==> config.mk <==
export PLATFORM = sky130hd
export DESIGN_NAME = spe_entry
export DESIGN_NICKNAME = d
export VERILOG_FILES = /design/src/core/spe_pkg.sv /design/src/core/spe_entry.sv
export SDC_FILE = /design/constraint.sdc
export NUM_CORES = 1
export LEC_CHECK = 0
export BUFFER_PORTS_ARGS = -buffer_cell sky130_fd_sc_hd__buf_2
export CORE_AREA = 2 2 253 255
export CTS_CLUSTER_DIAMETER = 60
export DETAILED_ROUTE_END_ITERATION = 8
export DIE_AREA = 0 0 255 257
export RECOVER_POWER = 25
export SYNTH_ARGS = -nofsm -noshare
export SYNTH_HDL_FRONTEND = slang
export SYNTH_SLANG_ARGS = --single-unit
export TNS_END_PERCENT = 30
==> constraint.sdc <==
create_clock -name clk_sys -period 3.9 [get_ports clk_sys]
set_input_delay 0.195 -clock clk_sys [delete_from_list [all_inputs] [get_ports clk_sys]]
set_output_delay 0.195 -clock clk_sys [all_outputs]
set_load 0.1 [all_outputs]
==> src/core/spe_pkg.sv <==
package spe_pkg;
  localparam int KEY_BITS = 32;
  localparam int WORD_BITS = 14;
  localparam int FIFO_DEPTH = 32;
  // Key value is arbitrary.
  localparam logic [31:0] ENTRY_KEY_DEFAULT = 32'h5A3C_96E1;
  localparam logic LVP_RESET = 1'b1;
  localparam logic [1:0] SYNC_RESET = 2'h0;
  localparam logic [1:0] MASTER_CLEAR_PIN_SYNC_RESET = 2'h3;
  localparam logic [5:0] KEYCNT_RESET = 6'h00;
  localparam logic [4:0] BITCNT_RESET = 5'h00;
  typedef enum logic [2:0] {
    SPE_NORMAL = 3'h0,
    SPE_KEY = 3'h1,
    SPE_LVMODE = 3'h3,
    SPE_HVMODE = 3'h2,
    SPE_FAIL = 3'h6
  } spe_state_t;
endpackage

==> src/core/spe_entry.sv <==
`timescale 1ns/100ps

module spe_fifo #(
  parameter int WIDTH = 14,
  parameter int DEPTH = 32
) (
  // Clock and reset
  input wire logic clk_sys,
  input wire logic rst,
  input wire logic clkEn,
  // Fill side
  input wire logic inValid,
  output logic inReady,
  input wire logic [WIDTH-1:0] inData,
  // Drain side
  output logic outValid,
  input wire logic outReady,
  output logic [WIDTH-1:0] outData
);
  localparam int AW = $clog2(DEPTH);
  typedef struct packed {
    logic [AW:0] wrPtr;
    logic [AW:0] rdPtr;
  } spe_fifo_t;
  spe_fifo_t s_q, s_d;
  logic [WIDTH-1:0] mem [DEPTH];
  logic [AW:0] fill;

  assign fill = s_q.wrPtr - s_q.rdPtr;
  assign inReady = fill != (AW+1)'(DEPTH);
  assign outValid = fill != '0;
  assign outData = mem[s_q.rdPtr[AW-1:0]];

  always_comb begin
    s_d = s_q;
    if (inValid && inReady) begin
      s_d.wrPtr = s_q.wrPtr + 1'b1;
    end
    if (outValid && outReady) begin
      s_d.rdPtr = s_q.rdPtr + 1'b1;
    end
  end

  always_ff @(posedge clk_sys or posedge rst) begin
    if (rst) begin
      s_q <= '0;
    end else if (clkEn) begin
      s_q <= s_d;
    end
  end

  always_ff @(posedge clk_sys) begin
    if (clkEn && inValid && inReady) begin
      mem[s_q.wrPtr[AW-1:0]] <= inData;
    end
  end
endmodule

// How it works
// Clock, data low then high level enters
// Key entry only while allow bit set
// Allow bit clears only in high-voltage mode
// Programmer pulls clear low, clocks 32-bit key
// Clear held low keeps low-voltage mode, release exits
// Allow bit forces clear-pin reset on
// Clock is input, data pin bidirectional
// Program mode streams words to memories
// Key compared fully, mismatch stays in reset
module spe_entry
  import spe_pkg::*;
#(
  parameter logic [31:0] ENTRY_KEY = spe_pkg::ENTRY_KEY_DEFAULT,
  parameter int DATA_W = spe_pkg::WORD_BITS,
  parameter int DEPTH = spe_pkg::FIFO_DEPTH
) (
  // Clock and reset
  input wire logic clk_sys,
  input wire logic rst,
  input wire logic clkEn,
  // Programming pins
  input wire logic progSerialClock,
  input wire logic progSerialDataIn,
  output logic progSerialDataOut,
  output logic progSerialDataOe_n,
  input wire logic masterClearPin,
  input wire logic highProgrammingLevel,
  // Configuration
  input wire logic lowVoltageAllowInit,
  input wire logic lowVoltageAllowClearReq,
  input wire logic mclrEnableSetting,
  output logic lowVoltageEntryAllow,
  output logic mclrResetEnable,
  output logic programMode,
  // Memory write stream
  output logic wrValid,
  input wire logic wrReady,
  output logic [DATA_W-1:0] wrData
);
  import spe_pkg::*;

  typedef struct packed {
    spe_state_t st;
    logic [1:0] clkSync;
    logic [1:0] datSync;
    logic [1:0] mclrSync;
    logic [1:0] hvSync;
    logic clkPrev;
    logic [5:0] keyCnt;
    logic [KEY_BITS-1:0] keySh;
    logic [4:0] bitCnt;
    logic [DATA_W-1:0] word;
    logic push;
    logic busy;
    logic low_voltage_entry_allow;
    logic loaded;
  } spe_reg_t;

  spe_reg_t s_q, s_d;
  logic clkRise, mclrLow, hvHigh, fifoReady;

  assign clkRise = s_q.clkSync[1] && !s_q.clkPrev;
  assign mclrLow = !s_q.mclrSync[1];
  assign hvHigh = s_q.hvSync[1];
  assign programMode = s_q.st == SPE_LVMODE || s_q.st == SPE_HVMODE;
  assign lowVoltageEntryAllow = s_q.low_voltage_entry_allow;
  assign mclrResetEnable = s_q.low_voltage_entry_allow || mclrEnableSetting;
  assign progSerialDataOut = 1'b0;
  // Busy is shown by pulling data low, since the programmer cannot be stalled otherwise.
  assign progSerialDataOe_n = !(programMode && s_q.busy);

  always_comb begin
    s_d = s_q;
    s_d.clkSync = {s_q.clkSync[0], progSerialClock};
    s_d.datSync = {s_q.datSync[0], progSerialDataIn};
    s_d.mclrSync = {s_q.mclrSync[0], masterClearPin};
    s_d.hvSync = {s_q.hvSync[0], highProgrammingLevel};
    s_d.clkPrev = s_q.clkSync[1];
    s_d.push = 1'b0;
    s_d.loaded = 1'b1;
    // The stored allow bit is loaded after release, never under the reset itself.
    if (!s_q.loaded) begin
      s_d.low_voltage_entry_allow = lowVoltageAllowInit;
    end
    if (fifoReady) begin
      s_d.busy = 1'b0;
    end
    case (s_q.st)
      SPE_NORMAL: begin
        s_d.keyCnt = KEYCNT_RESET;
        if (hvHigh && !s_q.clkSync[1] && !s_q.datSync[1]) begin
          s_d.st = SPE_HVMODE;
        end else if (mclrLow && s_q.low_voltage_entry_allow) begin
          s_d.st = SPE_KEY;
        end
      end
      SPE_KEY: begin
        if (!mclrLow) begin
          s_d.st = SPE_NORMAL;
        end else if (s_q.keyCnt == 6'(KEY_BITS)) begin
          s_d.st = s_q.keySh == ENTRY_KEY ? SPE_LVMODE : SPE_FAIL;
        end else if (clkRise) begin
          s_d.keySh = {s_q.keySh[KEY_BITS-2:0], s_q.datSync[1]};
          s_d.keyCnt = s_q.keyCnt + 1'b1;
        end
      end
      SPE_LVMODE, SPE_HVMODE: begin
        if ((s_q.st == SPE_LVMODE && !mclrLow) || (s_q.st == SPE_HVMODE && !hvHigh)) begin
          s_d.st = SPE_NORMAL;
          s_d.bitCnt = BITCNT_RESET;
        end else if (clkRise) begin
          s_d.word = {s_q.datSync[1], s_q.word[DATA_W-1:1]};
          if (s_q.bitCnt == 5'(DATA_W - 1)) begin
            s_d.bitCnt = BITCNT_RESET;
            s_d.push = 1'b1;
            s_d.busy = !fifoReady;
          end else begin
            s_d.bitCnt = s_q.bitCnt + 1'b1;
          end
        end
        if (s_q.st == SPE_HVMODE && lowVoltageAllowClearReq) begin
          s_d.low_voltage_entry_allow = 1'b0;
        end
      end
      SPE_FAIL: begin
        if (!mclrLow) begin
          s_d.st = SPE_NORMAL;
        end
      end
      default: begin
        s_d.st = SPE_NORMAL;
      end
    endcase
  end

  always_ff @(posedge clk_sys or posedge rst) begin
    if (rst) begin
      s_q <= '0;
      s_q.st <= SPE_NORMAL;
      s_q.low_voltage_entry_allow <= LVP_RESET;
      s_q.mclrSync <= MASTER_CLEAR_PIN_SYNC_RESET;
      s_q.keyCnt <= KEYCNT_RESET;
      s_q.bitCnt <= BITCNT_RESET;
      s_q.clkSync <= SYNC_RESET;
    end else if (clkEn) begin
      s_q <= s_d;
    end
  end

  spe_fifo #(.WIDTH(DATA_W), .DEPTH(DEPTH)) u_fifo (
    .clk_sys(clk_sys),
    .rst(rst),
    .clkEn(clkEn),
    .inValid(s_q.push),
    .inReady(fifoReady),
    .inData(s_q.word),
    .outValid(wrValid),
    .outReady(wrReady),
    .outData(wrData)
  );

  AST_HV_ENTRY: assert property (@(posedge clk_sys) disable iff (rst)
    clkEn && s_q.st == SPE_NORMAL && hvHigh && !s_q.clkSync[1] && !s_q.datSync[1]
    |=> s_q.st == SPE_HVMODE)
    else $error("High-voltage entry not taken.");
  AST_LV_GATED: assert property (@(posedge clk_sys) disable iff (rst)
    $rose(s_q.st == SPE_KEY) |-> $past(s_q.low_voltage_entry_allow))
    else $error("Key phase entered without allow bit.");
  AST_LVP_CLEAR: assert property (@(posedge clk_sys) disable iff (rst)
    $fell(s_q.low_voltage_entry_allow) && $past(s_q.loaded) |-> $past(s_q.st) == SPE_HVMODE)
    else $error("Allow bit cleared outside high-voltage mode.");
  AST_MASTER_CLEAR_PIN_FORCED: assert property (@(posedge clk_sys) disable iff (rst)
    s_q.low_voltage_entry_allow |-> mclrResetEnable)
    else $error("Clear reset not forced while allow bit set.");
  AST_DATA_DIR: assert property (@(posedge clk_sys) disable iff (rst)
    !programMode |-> progSerialDataOe_n)
    else $error("Data pin driven outside program mode.");
  AST_PUSH_MODE: assert property (@(posedge clk_sys) disable iff (rst)
    s_q.push |-> $past(programMode))
    else $error("Word pushed outside program mode.");
  AST_KEY_MISMATCH: assert property (@(posedge clk_sys) disable iff (rst)
    clkEn && s_q.st == SPE_KEY && mclrLow && s_q.keyCnt == 6'(KEY_BITS) && s_q.keySh != ENTRY_KEY
    |=> s_q.st == SPE_FAIL ##0 !programMode)
    else $error("Wrong key did not lead to failure state.");
  AST_LV_EXIT: assert property (@(posedge clk_sys) disable iff (rst)
    clkEn && s_q.st == SPE_LVMODE && !mclrLow |=> s_q.st == SPE_NORMAL)
    else $error("Low-voltage mode not left on clear release.");

  COV_HV: cover property (@(posedge clk_sys) disable iff (rst) s_q.st == SPE_HVMODE);
  COV_LV: cover property (@(posedge clk_sys) disable iff (rst) s_q.st == SPE_LVMODE);
  COV_FAIL: cover property (@(posedge clk_sys) disable iff (rst) s_q.st == SPE_FAIL);
  COV_WORD: cover property (@(posedge clk_sys) disable iff (rst) wrValid && wrReady);
endmodule

==> results_dict.tcl, run 1 <==
set metrics [dict create \
    arrival_ns 3.42 \
    synth-edff-count 448 \
    yosys.area.top_type_share_pct 63.6 \
    rsz0062_at_grt "no" \
    drtIter0Drc 885 \
    fmax_mhz 277 \
    yosys.area_share.simple_pct 4.06 \
    holdCritPathClass "in -> reg" \
    viasPerCell 5.02 \
    core_um2 62700 \
    cts_resized 0 \
    postRouteWirelength_um 46200 \
    synth_fa_ha_area_share_pct 0.828 \
    vias 10400 \
    synth_nets 1116 \
    multi_input_area_um2 5240 \
    worstSetupPathType "reg -> out" \
    path_clk_slew_ns 0.06 \
    diodes 0 \
    setup_viol 0 \
    cts_max_path_buffers 3 \
    root_buffer "clkbuf_16" \
    rr_worst_depth 9 \
    h-tree-depth 2 \
    ir_drop_uv 398 \
    failed_checks "max-capacitance violations, max-slew violations" \
    synthMuxAreaShare_pct 16.2 \
    overflow 0 \
    crit_fanout 30 \
    numCtsBuffers 55 \
    synthTopCellsByCount "448 x edfxtp_1, 112 x mux4_2, 82 x dfrtp_1" \
    area_growth_syn_to_layout_pct 15.0 \
    final_nets 1216 \
    hold_viol 0 \
    drv_slew 133 \
    clk_latency_ns 0.62 \
    max-cap-violations 4 \
    dr_wl_met2_um 21400 \
    drive_gt1_share_pct 24.1 \
    synth_area_um2 21100 \
    netlist_top_cells_area "edfxtp_1 64%, mux4_2 12%, dfrtp_1 9.7%" \
    rows 92 \
    top_layer_used "met5" \
    place_hpwl_um 27700 \
    power.density_nw_per_um2 609 \
    cp-start-kind "flop" \
    ant_nets 0 \
    dieArea_um2 65500 \
    ys_types 56 \
    synth_warnings 0 \
    tightest_slew_ns 1.82 \
    min_period_over_period_pct 92.7 \
    drcViolationCount 0 \
    utilization_pct 38.7 \
    synth.avg_cell_area_um2 19.4 \
    finClkSkew_ns 0.0389 \
    critPathRequiredTime_ns 3.70 \
    synth_top_family_by_area "multiplexers" \
    ys.flop_type "edfxtp_1" \
    synth_top_cell_by_area "edfxtp_1" \
    ff_latch_area_um2 15600 \
    r2r_start "u_fifo.s_q[0]$_DFFE_PP0P_" \
    wl_per_cell_um 22.2 \
    die_h_um 257 \
    synth_xor_area_share_pct 0.538 \
    die_x_um 255 \
    grt_max_degree 101 \
    r2r_slack_ns 0.93 \
    first_global_vias 10500 \
    wl_met3_um 2940 \
    stdcell_count 2081 \
    first_pass_iters 5 \
    place.gp.congestion 0.754 \
    wl_met1_um 21100 \
    startpoint "u_fifo.s_q[0]$_DFFE_PP0P_" \
    crit_path_end "wrData[6]" \
    cts_sinks 533 \
    cts_tree "built" \
    gr-usage-all-layers_pct 14.2 \
    leakagePower_nw 8.26 \
    dp.cells 1972 \
    ys_ff_latch 533 \
    reg2reg_to "u_fifo.mem[7][3]$_DFFE_PP_" \
    async_reset_ff_share_pct 15.9 \
    synth_most_common_cell "edfxtp_1" \
    netlist_instances 1091 \
    synth_seq_area_share_pct 73.7 \
    start_util_pct 33.7 \
    antenna_found_initial 1 \
    relSlewSlack_pct -21.5 \
    cp-end-kind "primary output" \
    tns_ns 0 \
    fin_crit_ns 3.61 \
    outcome "complete, but fails checks" \
    port_buffers 29 \
    ios 31 \
    fillers 5658 \
    grt_first_pass_wirelength_um 68900 \
    synth-compound-area-share_pct 3.08 \
]
[stage by stage]
stage                     cell area, um^2  hold WS, ns  setup WS [ns]  total power, mW
after global routing                24300        0.130         0.0637             15.4
final                               24300        0.133          0.286             14.8
after global placement              22500        0.214          0.901             9.96
after CTS                           24300       0.0947          0.271             15.0
after floorplan                     21100        0.347          0.734             9.11
after detailed placement            22500        0.222          0.906             9.97
[area by class of cell]
class | instances | area share, %
multi-input cells | 495 | 21.5
flip-flops and latches | 533 | 64.1
inverters | 14 | 0.221
well taps | 846 | 4.35
repair buffers | 92 | 2.71
clock inverters | 33 | 1.17
clock buffers | 68 | 5.86
[sequential cells by signal (all words and copies together), names as in the netlist]
signal and flops:
u_fifo.s_q 12, u_fifo.mem 448, hvHigh 1, lowVoltageEntryAllow 1
s_q 66, s_d 5
[cell families (layout without fill, tap and decap cells)]
group / Yosys count / in the layout
flops: 533 / 533
mux: 196 / 196
simple gates: 173 / 173
compound gates: 98 / 98
buf+inv: 63 / 207
fa+ha+maj: 14 / 14
xor+xnor: 13 / 13
other cells: 1 / 1
[placed cells by master, fill, tap and decap left out, drive strengths merged, types with 8 or more instances in the layout]
| cell type | instances |
|---|---|
| a21oi | 8 |
| buf | 76 |
| clkbuf | 76 |
| clkinv | 25 |
| dfrtp | 82 |
| dlygate4sd3 | 8 |
| edfxtp | 448 |
| ha | 14 |
| inv | 14 |
| mux2 | 55 |
| mux2i | 29 |
| mux4 | 112 |
| nand2 | 64 |
| nand3 | 11 |
| nor2 | 48 |
| o21ai | 47 |
| o221ai | 28 |
| xnor2 | 10 |
[worst max-delay path, stage by stage (launching register included)]
cell      delay (ns)
dfrtp_4         0.74
buf_12          0.31
mux2i_1         0.13
o221ai_1        0.39
o21ai_1         0.14
nand2_1         0.09
o221ai_1        0.24
o21ai_1         0.30
buf_2           0.47
[metal layers]
| layer | track usage [%] | up-vias |
|---|---|---|
| met5 | 0 | - |
| met4 | 3.25 | 2 |
| met3 | 2.82 | 57 |
| met2 | 21.7 | 313 |
| met1 | 21.0 | 5464 |
| li1 | - | 4603 |
[report_power, final]
part,internal (mW),switching [mW]
clock,2.81,2.18
sequential,6.29,0.253
combinational,1.11,2.17
total,10.2,4.61
[timing repair]
item                      4_1_cts  5_1_grt
hold buffers                    8        0
hold endpoints to repair       32        0
setup buffers                   0        0
[how the worst min path moves through the flow]
stage	depth (start not counted)	endpoint	start	slack [ns]
2_1_floorplan	1	s_d[63]$_DFFE_PP0P_	highProgrammingLevel	0.35
3_3_place_gp	2	s_d[61]$_DFFE_PP0P_	rst	0.21
3_5_place_dp	2	s_q[61]$_DFFE_PP0P_	rst	0.22
4_1_cts	4	u_fifo.s_q[6]$_DFFE_PP0P_	clkEn	0.09
5_1_grt	4	u_fifo.s_q[6]$_DFFE_PP0P_	clkEn	0.13
6_report	4	s_q[65]$_DFFE_PP1P_	clkEn	0.13
(Power assumes the default switching activity.)
==> inputs of run 2 (changes only) <==
Settings changed: CTS_CLUSTER_DIAMETER 60 to 30, SETUP_SLACK_MARGIN from default to 0.4.
==> run 2 against run 1 <==
The run still ends with max-capacitance violations, max-slew violations left. First-iteration DRC count shrank 6.7%. Sequential power about the same. Wire length increased by 2.9%. Core utilization grew 3.2 points. Clock power up 81%. Register-to-register slack lost 0.05 ns. Combinational power increased by 3%. Global-route usage grew 0.53 points. Clock skew grew 0.018 ns. Critical path depth decreased by 1. Fmax increased by 5.5%. Clock-buffer cell count up 54. Critical endpoint is now wrData[9]. Largest power group is now the clock network.
==> results_dict.tcl, run 2 (synthesis results as in run 1) <==
set metrics [dict create \
    area_growth_syn_to_layout_pct 24.4 \
    dieArea_um2 65500 \
    drcViolationCount 0 \
    stdcell_count 2182 \
    failed_checks "max-capacitance violations, max-slew violations" \
    ios 31 \
    h-tree-depth 3 \
    r2r_slack_ns 0.88 \
    grt_first_pass_wirelength_um 71200 \
    holdPathEnd "s_q[65]$_DFFE_PP1P_" \
    overflow 0 \
    cp-start-kind "flop" \
    clk_latency_ns 0.65 \
    relSlewSlack_pct -19.4 \
    cts_tree "built" \
    use_met3_pct 3.33 \
    first_global_vias 11100 \
    pwr-share-clk_pct 47.7 \
    switching_share_pct 28.7 \
    setup_ws_ns 0.474 \
    cp-end-kind "primary output" \
    core_um2 62700 \
    crit_fanout 15 \
    dpl_worst_slack_ns 0.906 \
    drtIter0Drc 826 \
    layout_commonest_cell "edfxtp_1" \
    min_period_over_period_pct 87.8 \
    met2_usage_pct 22.5 \
    antenna_found_initial 1 \
    viasPerCell 4.97 \
    die_h_um 257 \
    rr_worst_depth 10 \
    start_util_pct 33.7 \
    cts_max_path_buffers 3 \
    fmax_mhz 292 \
    cts_sinks 533 \
    cp_slowest_stage_delay_ns 0.53 \
    rows 92 \
    arrival_ns 3.23 \
    power_frac_comb_pct 17.9 \
    largest_register_ffs 448 \
    layout_common_cells "448 x edfxtp_1, 112 x mux4_2, 105 x clkbuf_16" \
    grt_max_degree 101 \
    final_nets 1270 \
    ir_drop_uv 448 \
    dp.cells 1972 \
    p_int_mw 13.5 \
    rsz0062_at_grt "yes" \
    path_clk_slew_ns 0.05 \
    path_buf_inv 1 \
    max-cap-violations 4 \
    ant_nets 0 \
    power.density_nw_per_um2 721 \
    hold_viol 0 \
    critPathTopFamily "compound AO/OA/AOI/OAI gates" \
    r2r_start "u_fifo.s_q[0]$_DFFE_PP0P_" \
    whs_path_depth 4 \
    worstSetupPathType "reg -> out" \
    reg2reg_to "u_fifo.mem[18][2]$_DFFE_PP_" \
    vias 10900 \
    place_hpwl_um 27700 \
    tightest_slew_ns 1.79 \
    path_cells "nand2_1 -> o221ai_1 -> o21ai_1 -> nand2_1 -> o221ai_1 -> o21ai_1 -> buf_2" \
    tns_ns 0 \
    crit_slowest_cell "o221ai_1" \
    diodes 0 \
    drv_slew 133 \
    holdCritPathClass "in -> reg" \
    leakagePower_nw 9.22 \
    postRouteWirelength_um 47600 \
    root_buffer "clkbuf_16" \
    fin_crit_ns 3.43 \
    p_switching_mw 5.43 \
    min_from "clkEn" \
    outcome "complete, but fails checks" \
    wl_per_cell_um 21.8 \
    setup_viol 0 \
    gr-usage-all-layers_pct 14.7 \
    drive_gt1_share_pct 29.9 \
    finClkSkew_ns 0.0566 \
    busiest_layer "met2" \
    met1_usage_pct 20.8 \
    first_pass_iters 5 \
    die_x_um 255 \
    critPathRequiredTime_ns 3.70 \
    place.gp.congestion 0.754 \
    seqPwrFrac_pct 34.4 \
    port_buffers 29 \
    numCtsBuffers 104 \
]
[run 2: cell types whose count changed in the layout (fill, tap and decap cells not counted), sizes merged]
cell and delta:
clkbuf +55, clkinv +16, bufinv +13, inv +7, clkinvlp +6, buf +4
[run 2: power by group through the flow]
stage / Combinational, mW / Clock, mW / Sequential (mW)
global placement: 3.32 / 0 / 6.65
floorplan: 2.58 / 0 / 6.53
finish: 3.40 / 9.04 / 6.52
detailed placement: 3.31 / 0 / 6.66
global route: 3.61 / 9.49 / 6.53
CTS: 3.40 / 9.18 / 6.53
[run 2: tightest hold or removal path, cell delays in order]
cell,delay [ns]
buf_2,0.13
buf_4,0.23
nand2_1,0.08
o21ai_0,0.07
[run 2: how the worst max path moves through the flow]
stage	startpoint	to	slack, ns	cells after the start
2_1_floorplan	u_fifo.s_q[4]$_DFFE_PP0P_	u_fifo.mem[31][0]$_DFFE_PP_	0.73	10
3_3_place_gp	u_fifo.s_q[0]$_DFFE_PP0P_	wrData[8]	0.90	8
3_5_place_dp	u_fifo.s_q[0]$_DFFE_PP0P_	wrData[8]	0.91	8
4_1_cts	u_fifo.s_q[0]$_DFFE_PP0P_	wrData[1]	0.44	8
5_1_grt	u_fifo.s_q[2]$_DFFE_PP0P_	wrData[7]	0.35	7
6_report	u_fifo.s_q[2]$_DFFE_PP0P_	wrData[9]	0.47	7
[run 2: metrics by stage]
stage | cell area (um^2) | util, % | power, mW | hold WS, ns
after floorplan | 21100 | - | 9.11 | 0.347
after global placement | 22500 | 35.9 | 9.96 | 0.214
after detailed placement | 22500 | 35.9 | 9.97 | 0.222
after CTS | 26300 | 41.9 | 19.1 | 0.0725
after global routing | 26300 | 41.9 | 19.6 | 0.119
final | 26300 | 41.9 | 19.0 | 0.111
[run 2: area by class of cell]
class | count | area, um^2
inverter | 14 | 53.8
clock inverter | 75 | 936
sequential | 533 | 15600
clock buffer | 122 | 2710
timing repair buffer | 97 | 711
fill | 5464 | 36400
multi-input combinational | 495 | 5240
tap | 846 | 1060
[run 2: per-layer routing]
| metal | share of wire, % | vias up |
|---|---|---|
| li1 | - | 4768 |
| met1 | 45 | 5636 |
| met5 | 0.034 | - |
| met2 | 47 | 364 |
| met4 | 2.3 | 2 |
| met3 | 6.4 | 82 |
[run 2: repair_timing]
action / 4_1_cts / 5_1_grt
pin swaps: 0 / 0
setup buffers: 1 / 4
setup endpoints to repair: 13 / 11
endpoints found under the hold margin: 33 / 0
hold buffers: 8 / 0
resized for setup: 2 / 2
==> inputs of run 3 (changes only) <==
Settings changed: ABC_AREA from default to 1, CORE_AREA 2 2 253 255 to 2 2 261 263, DIE_AREA 0 0 255 257 to 0 0 263 265.
==> run 3 against run 2 <==
The flow still finishes with violations (max-capacitance violations, max-slew violations). Total power grew 8.2%. Area after synthesis rose by 6.4%. Worst setup slack got worse by 0.050 ns. Largest power group unchanged. Highest routed layer is now met4.
==> results_dict.tcl, run 3 <==
set metrics [dict create \
    ys.flop_type "edfxtp_1" \
    max-cap-violations 6 \
    failed_checks "max-capacitance violations, max-slew violations" \
    r2r_start "u_fifo.s_q[2]$_DFFE_PP0P_" \
    finClkSkew_ns 0.0249 \
    synth_most_common_cell "nand2_1" \
    crit_path_end "wrData[7]" \
    worstSetupPathType "reg -> out" \
    largest_register_ffs 448 \
    synth_area_um2 22500 \
    first_global_vias 14900 \
    root_buffer "clkbuf_16" \
    cts_max_path_buffers 3 \
    synth-edff-count 448 \
    cts_sinks 533 \
    ir_drop_uv 747 \
    reg2reg_to "u_fifo.mem[16][1]$_DFFE_PP_" \
    die_h_um 265 \
    relSlewSlack_pct -73.5 \
    rsz0062_at_grt "yes" \
    setup_viol 0 \
    dieArea_um2 69700 \
    ys_types 45 \
    fillers 6206 \
    clk_latency_ns 0.65 \
    utilization_pct 41.1 \
    cp_slowest_stage_delay_ns 0.54 \
    synth.avg_cell_area_um2 11.4 \
    rr_worst_depth 10 \
    place.gp.congestion 0.874 \
    power.density_nw_per_um2 747 \
    fin_crit_ns 3.48 \
    drv_slew 227 \
    leakagePower_nw 10.5 \
    async_reset_ff_share_pct 15.9 \
    synth_warnings 0 \
    synth_nets 1990 \
    numCtsBuffers 103 \
    ys_ff_latch 533 \
    fmax_mhz 288 \
    final_nets 2082 \
    r2r_slack_ns 0.79 \
    h-tree-depth 3 \
    tightest_slew_ns 2.59 \
    crit_slowest_cell "dfrtp_4" \
    start_util_pct 33.7 \
    critPathRequiredTime_ns 3.70 \
    drive_gt1_share_pct 14.8 \
    path_clk_slew_ns 0.05 \
    synth_top_cell_by_area "edfxtp_1" \
    viasPerCell 4.99 \
    rows 95 \
    area_growth_syn_to_layout_pct 22.1 \
    worst_path_most_repeated_cell "nand2_1" \
    layout_commonest_cell "nand2_1" \
    die_x_um 263 \
    vias 15000 \
    holdCritPathClass "in -> reg" \
    core_um2 66800 \
    antenna_found_initial 0 \
    grt_first_pass_wirelength_um 87600 \
    netlist_instances 1965 \
    yosys.area.top_type_share_pct 59.8 \
    ant_nets 0 \
    netlist_top_cells_area "edfxtp_1 60%, nand2_1 10%, dfrtp_1 9.1%" \
    arrival_ns 3.28 \
    use_met3_pct 3.46 \
    drtIter0Drc 1375 \
    cts_tree "built" \
    cp-end-kind "primary output" \
    busiest_layer "met2" \
    postRouteWirelength_um 57300 \
    tns_ns 0 \
    grt_max_degree 110 \
    overflow 0 \
    min_period_over_period_pct 89.1 \
    layout_common_cells "625 x nand2_1, 448 x edfxtp_1, 132 x nor2_1" \
    path_cells "inv_6 -> buf_4 -> o21ai_0 -> o22ai_1 -> nand2_1 -> nand2_1 -> nand3_1 -> nand2_1 -> buf_2" \
    port_buffers 29 \
    ios 31 \
    met1_usage_pct 22.0 \
    outcome "complete, but fails checks" \
    crit_fanout 41 \
    place_hpwl_um 33900 \
    wl_per_cell_um 19.0 \
    met2_usage_pct 26.2 \
    diodes 0 \
    drcViolationCount 0 \
    gr-usage-all-layers_pct 16.5 \
    cp-start-kind "flop" \
    hold_viol 0 \
    synth_seq_area_share_pct 69.3 \
    first_pass_iters 7 \
    synthTopCellsByCount "626 x nand2_1, 448 x edfxtp_1, 133 x nor2_1" \
    startpoint "u_fifo.s_q[0]$_DFFE_PP0P_" \
]
[run 3: cell types whose count changed after synthesis, moves of 43 or more]
cell,change
inv_1,+71
mux4_2,-112
nand2_1,+566
nand3_1,+82
nor2_1,+86
o21ai_0,+109
o22ai_1,+43
[run 3: worst min-delay path by stage]
| stage | depth (start not counted) | slack (ns) | startpoint | end |
|---|---|---|---|---|
| floorplan | 2 | 0.29 | masterClearPin | s_d[65]$_DFFE_PP1P_ |
| global placement | 2 | 0.39 | lowVoltageAllowClearReq | lowVoltageEntryAllow$_DFFE_PP1P_ |
| detailed placement | 3 | 0.40 | progSerialClock | s_d[69]$_DFFE_PP0P_ |
| CTS | 5 | 0.01 | wrReady | u_fifo.s_q[0]$_DFFE_PP0P_ |
| global route | 5 | 0.07 | wrReady | u_fifo.s_q[0]$_DFFE_PP0P_ |
| finish | 5 | 0.03 | wrReady | u_fifo.s_q[3]$_DFFE_PP0P_ |
[run 3: repair_timing]
action | in CTS | in global routing
buffers inserted | 0 | 1
setup endpoints to repair | 5 | 14
pin swaps | 0 | 1
gates resized for setup | 1 | 7
hold buffers | 12 | 0
hold endpoints to repair | 67 | 0
[run 3: worst max-delay path: cells and delay by family (launching register included)]
kind	cells	cell delay, ns
simple gates	4	0.44
compound gates	2	0.46
buf+inv	3	1.17
flops	1	0.54
[run 3: per-layer routing]
metal / share of wire, % / up-vias
met5: 0 / -
met4: 3.3 / 0
met3: 7.2 / 112
met2: 46 / 536
met1: 43 / 7385
li1: - / 7011
[run 3: cell type report]
type | instances | area (um^2) | share of cell area [%]
inverter | 87 | 333 | 1.21
tap | 873 | 1090 | 3.98
multi-input combinational | 1242 | 6090 | 22.2
sequential | 533 | 15600 | 56.8
clock inverter | 66 | 953 | 3.47
clock buffer | 125 | 2710 | 9.87
timing repair buffer | 90 | 698 | 2.54
[run 3: cells by family (layout without fill, tap and decap cells)]
kind of cell,after synthesis,after routing,synth area share (%)
compound gates,291,291,7.62
other cells,1,1,0.0167
xor+xnor,9,9,0.350
simple gates,897,897,16.6
flops,533,533,69.3
mux,30,30,1.62
buf+inv,190,368,3.69
fa+ha+maj,14,14,0.779
[run 3: where the power goes]
| group | internal, mW | leakage, nW | total, mW | switching (mW) |
|---|---|---|---|---|
| combinational | 1.14 | 3.39 | 4.95 | 3.81 |
| clock | 6.17 | 1.76 | 9.15 | 2.99 |
| sequential | 6.31 | 5.31 | 6.41 | 0.108 |
[run 3: metrics by stage]
| stage | hold WS [ns] | worst slack, ns | total power, mW | instance area, um^2 | cells |
|---|---|---|---|---|---|
| final | 0.0310 | 0.425 | 20.5 | 27500 | 3016 |
| after floorplan | 0.291 | 0.754 | 10.0 | 22500 | 1965 |
| after CTS | 0.0136 | 0.402 | 20.6 | 27500 | 3015 |
| after detailed placement | 0.401 | 0.849 | 11.4 | 23700 | 2812 |
| after global routing | 0.0724 | 0.310 | 21.3 | 27500 | 3016 |
| after global placement | 0.390 | 0.901 | 11.3 | 23700 | 2812 |
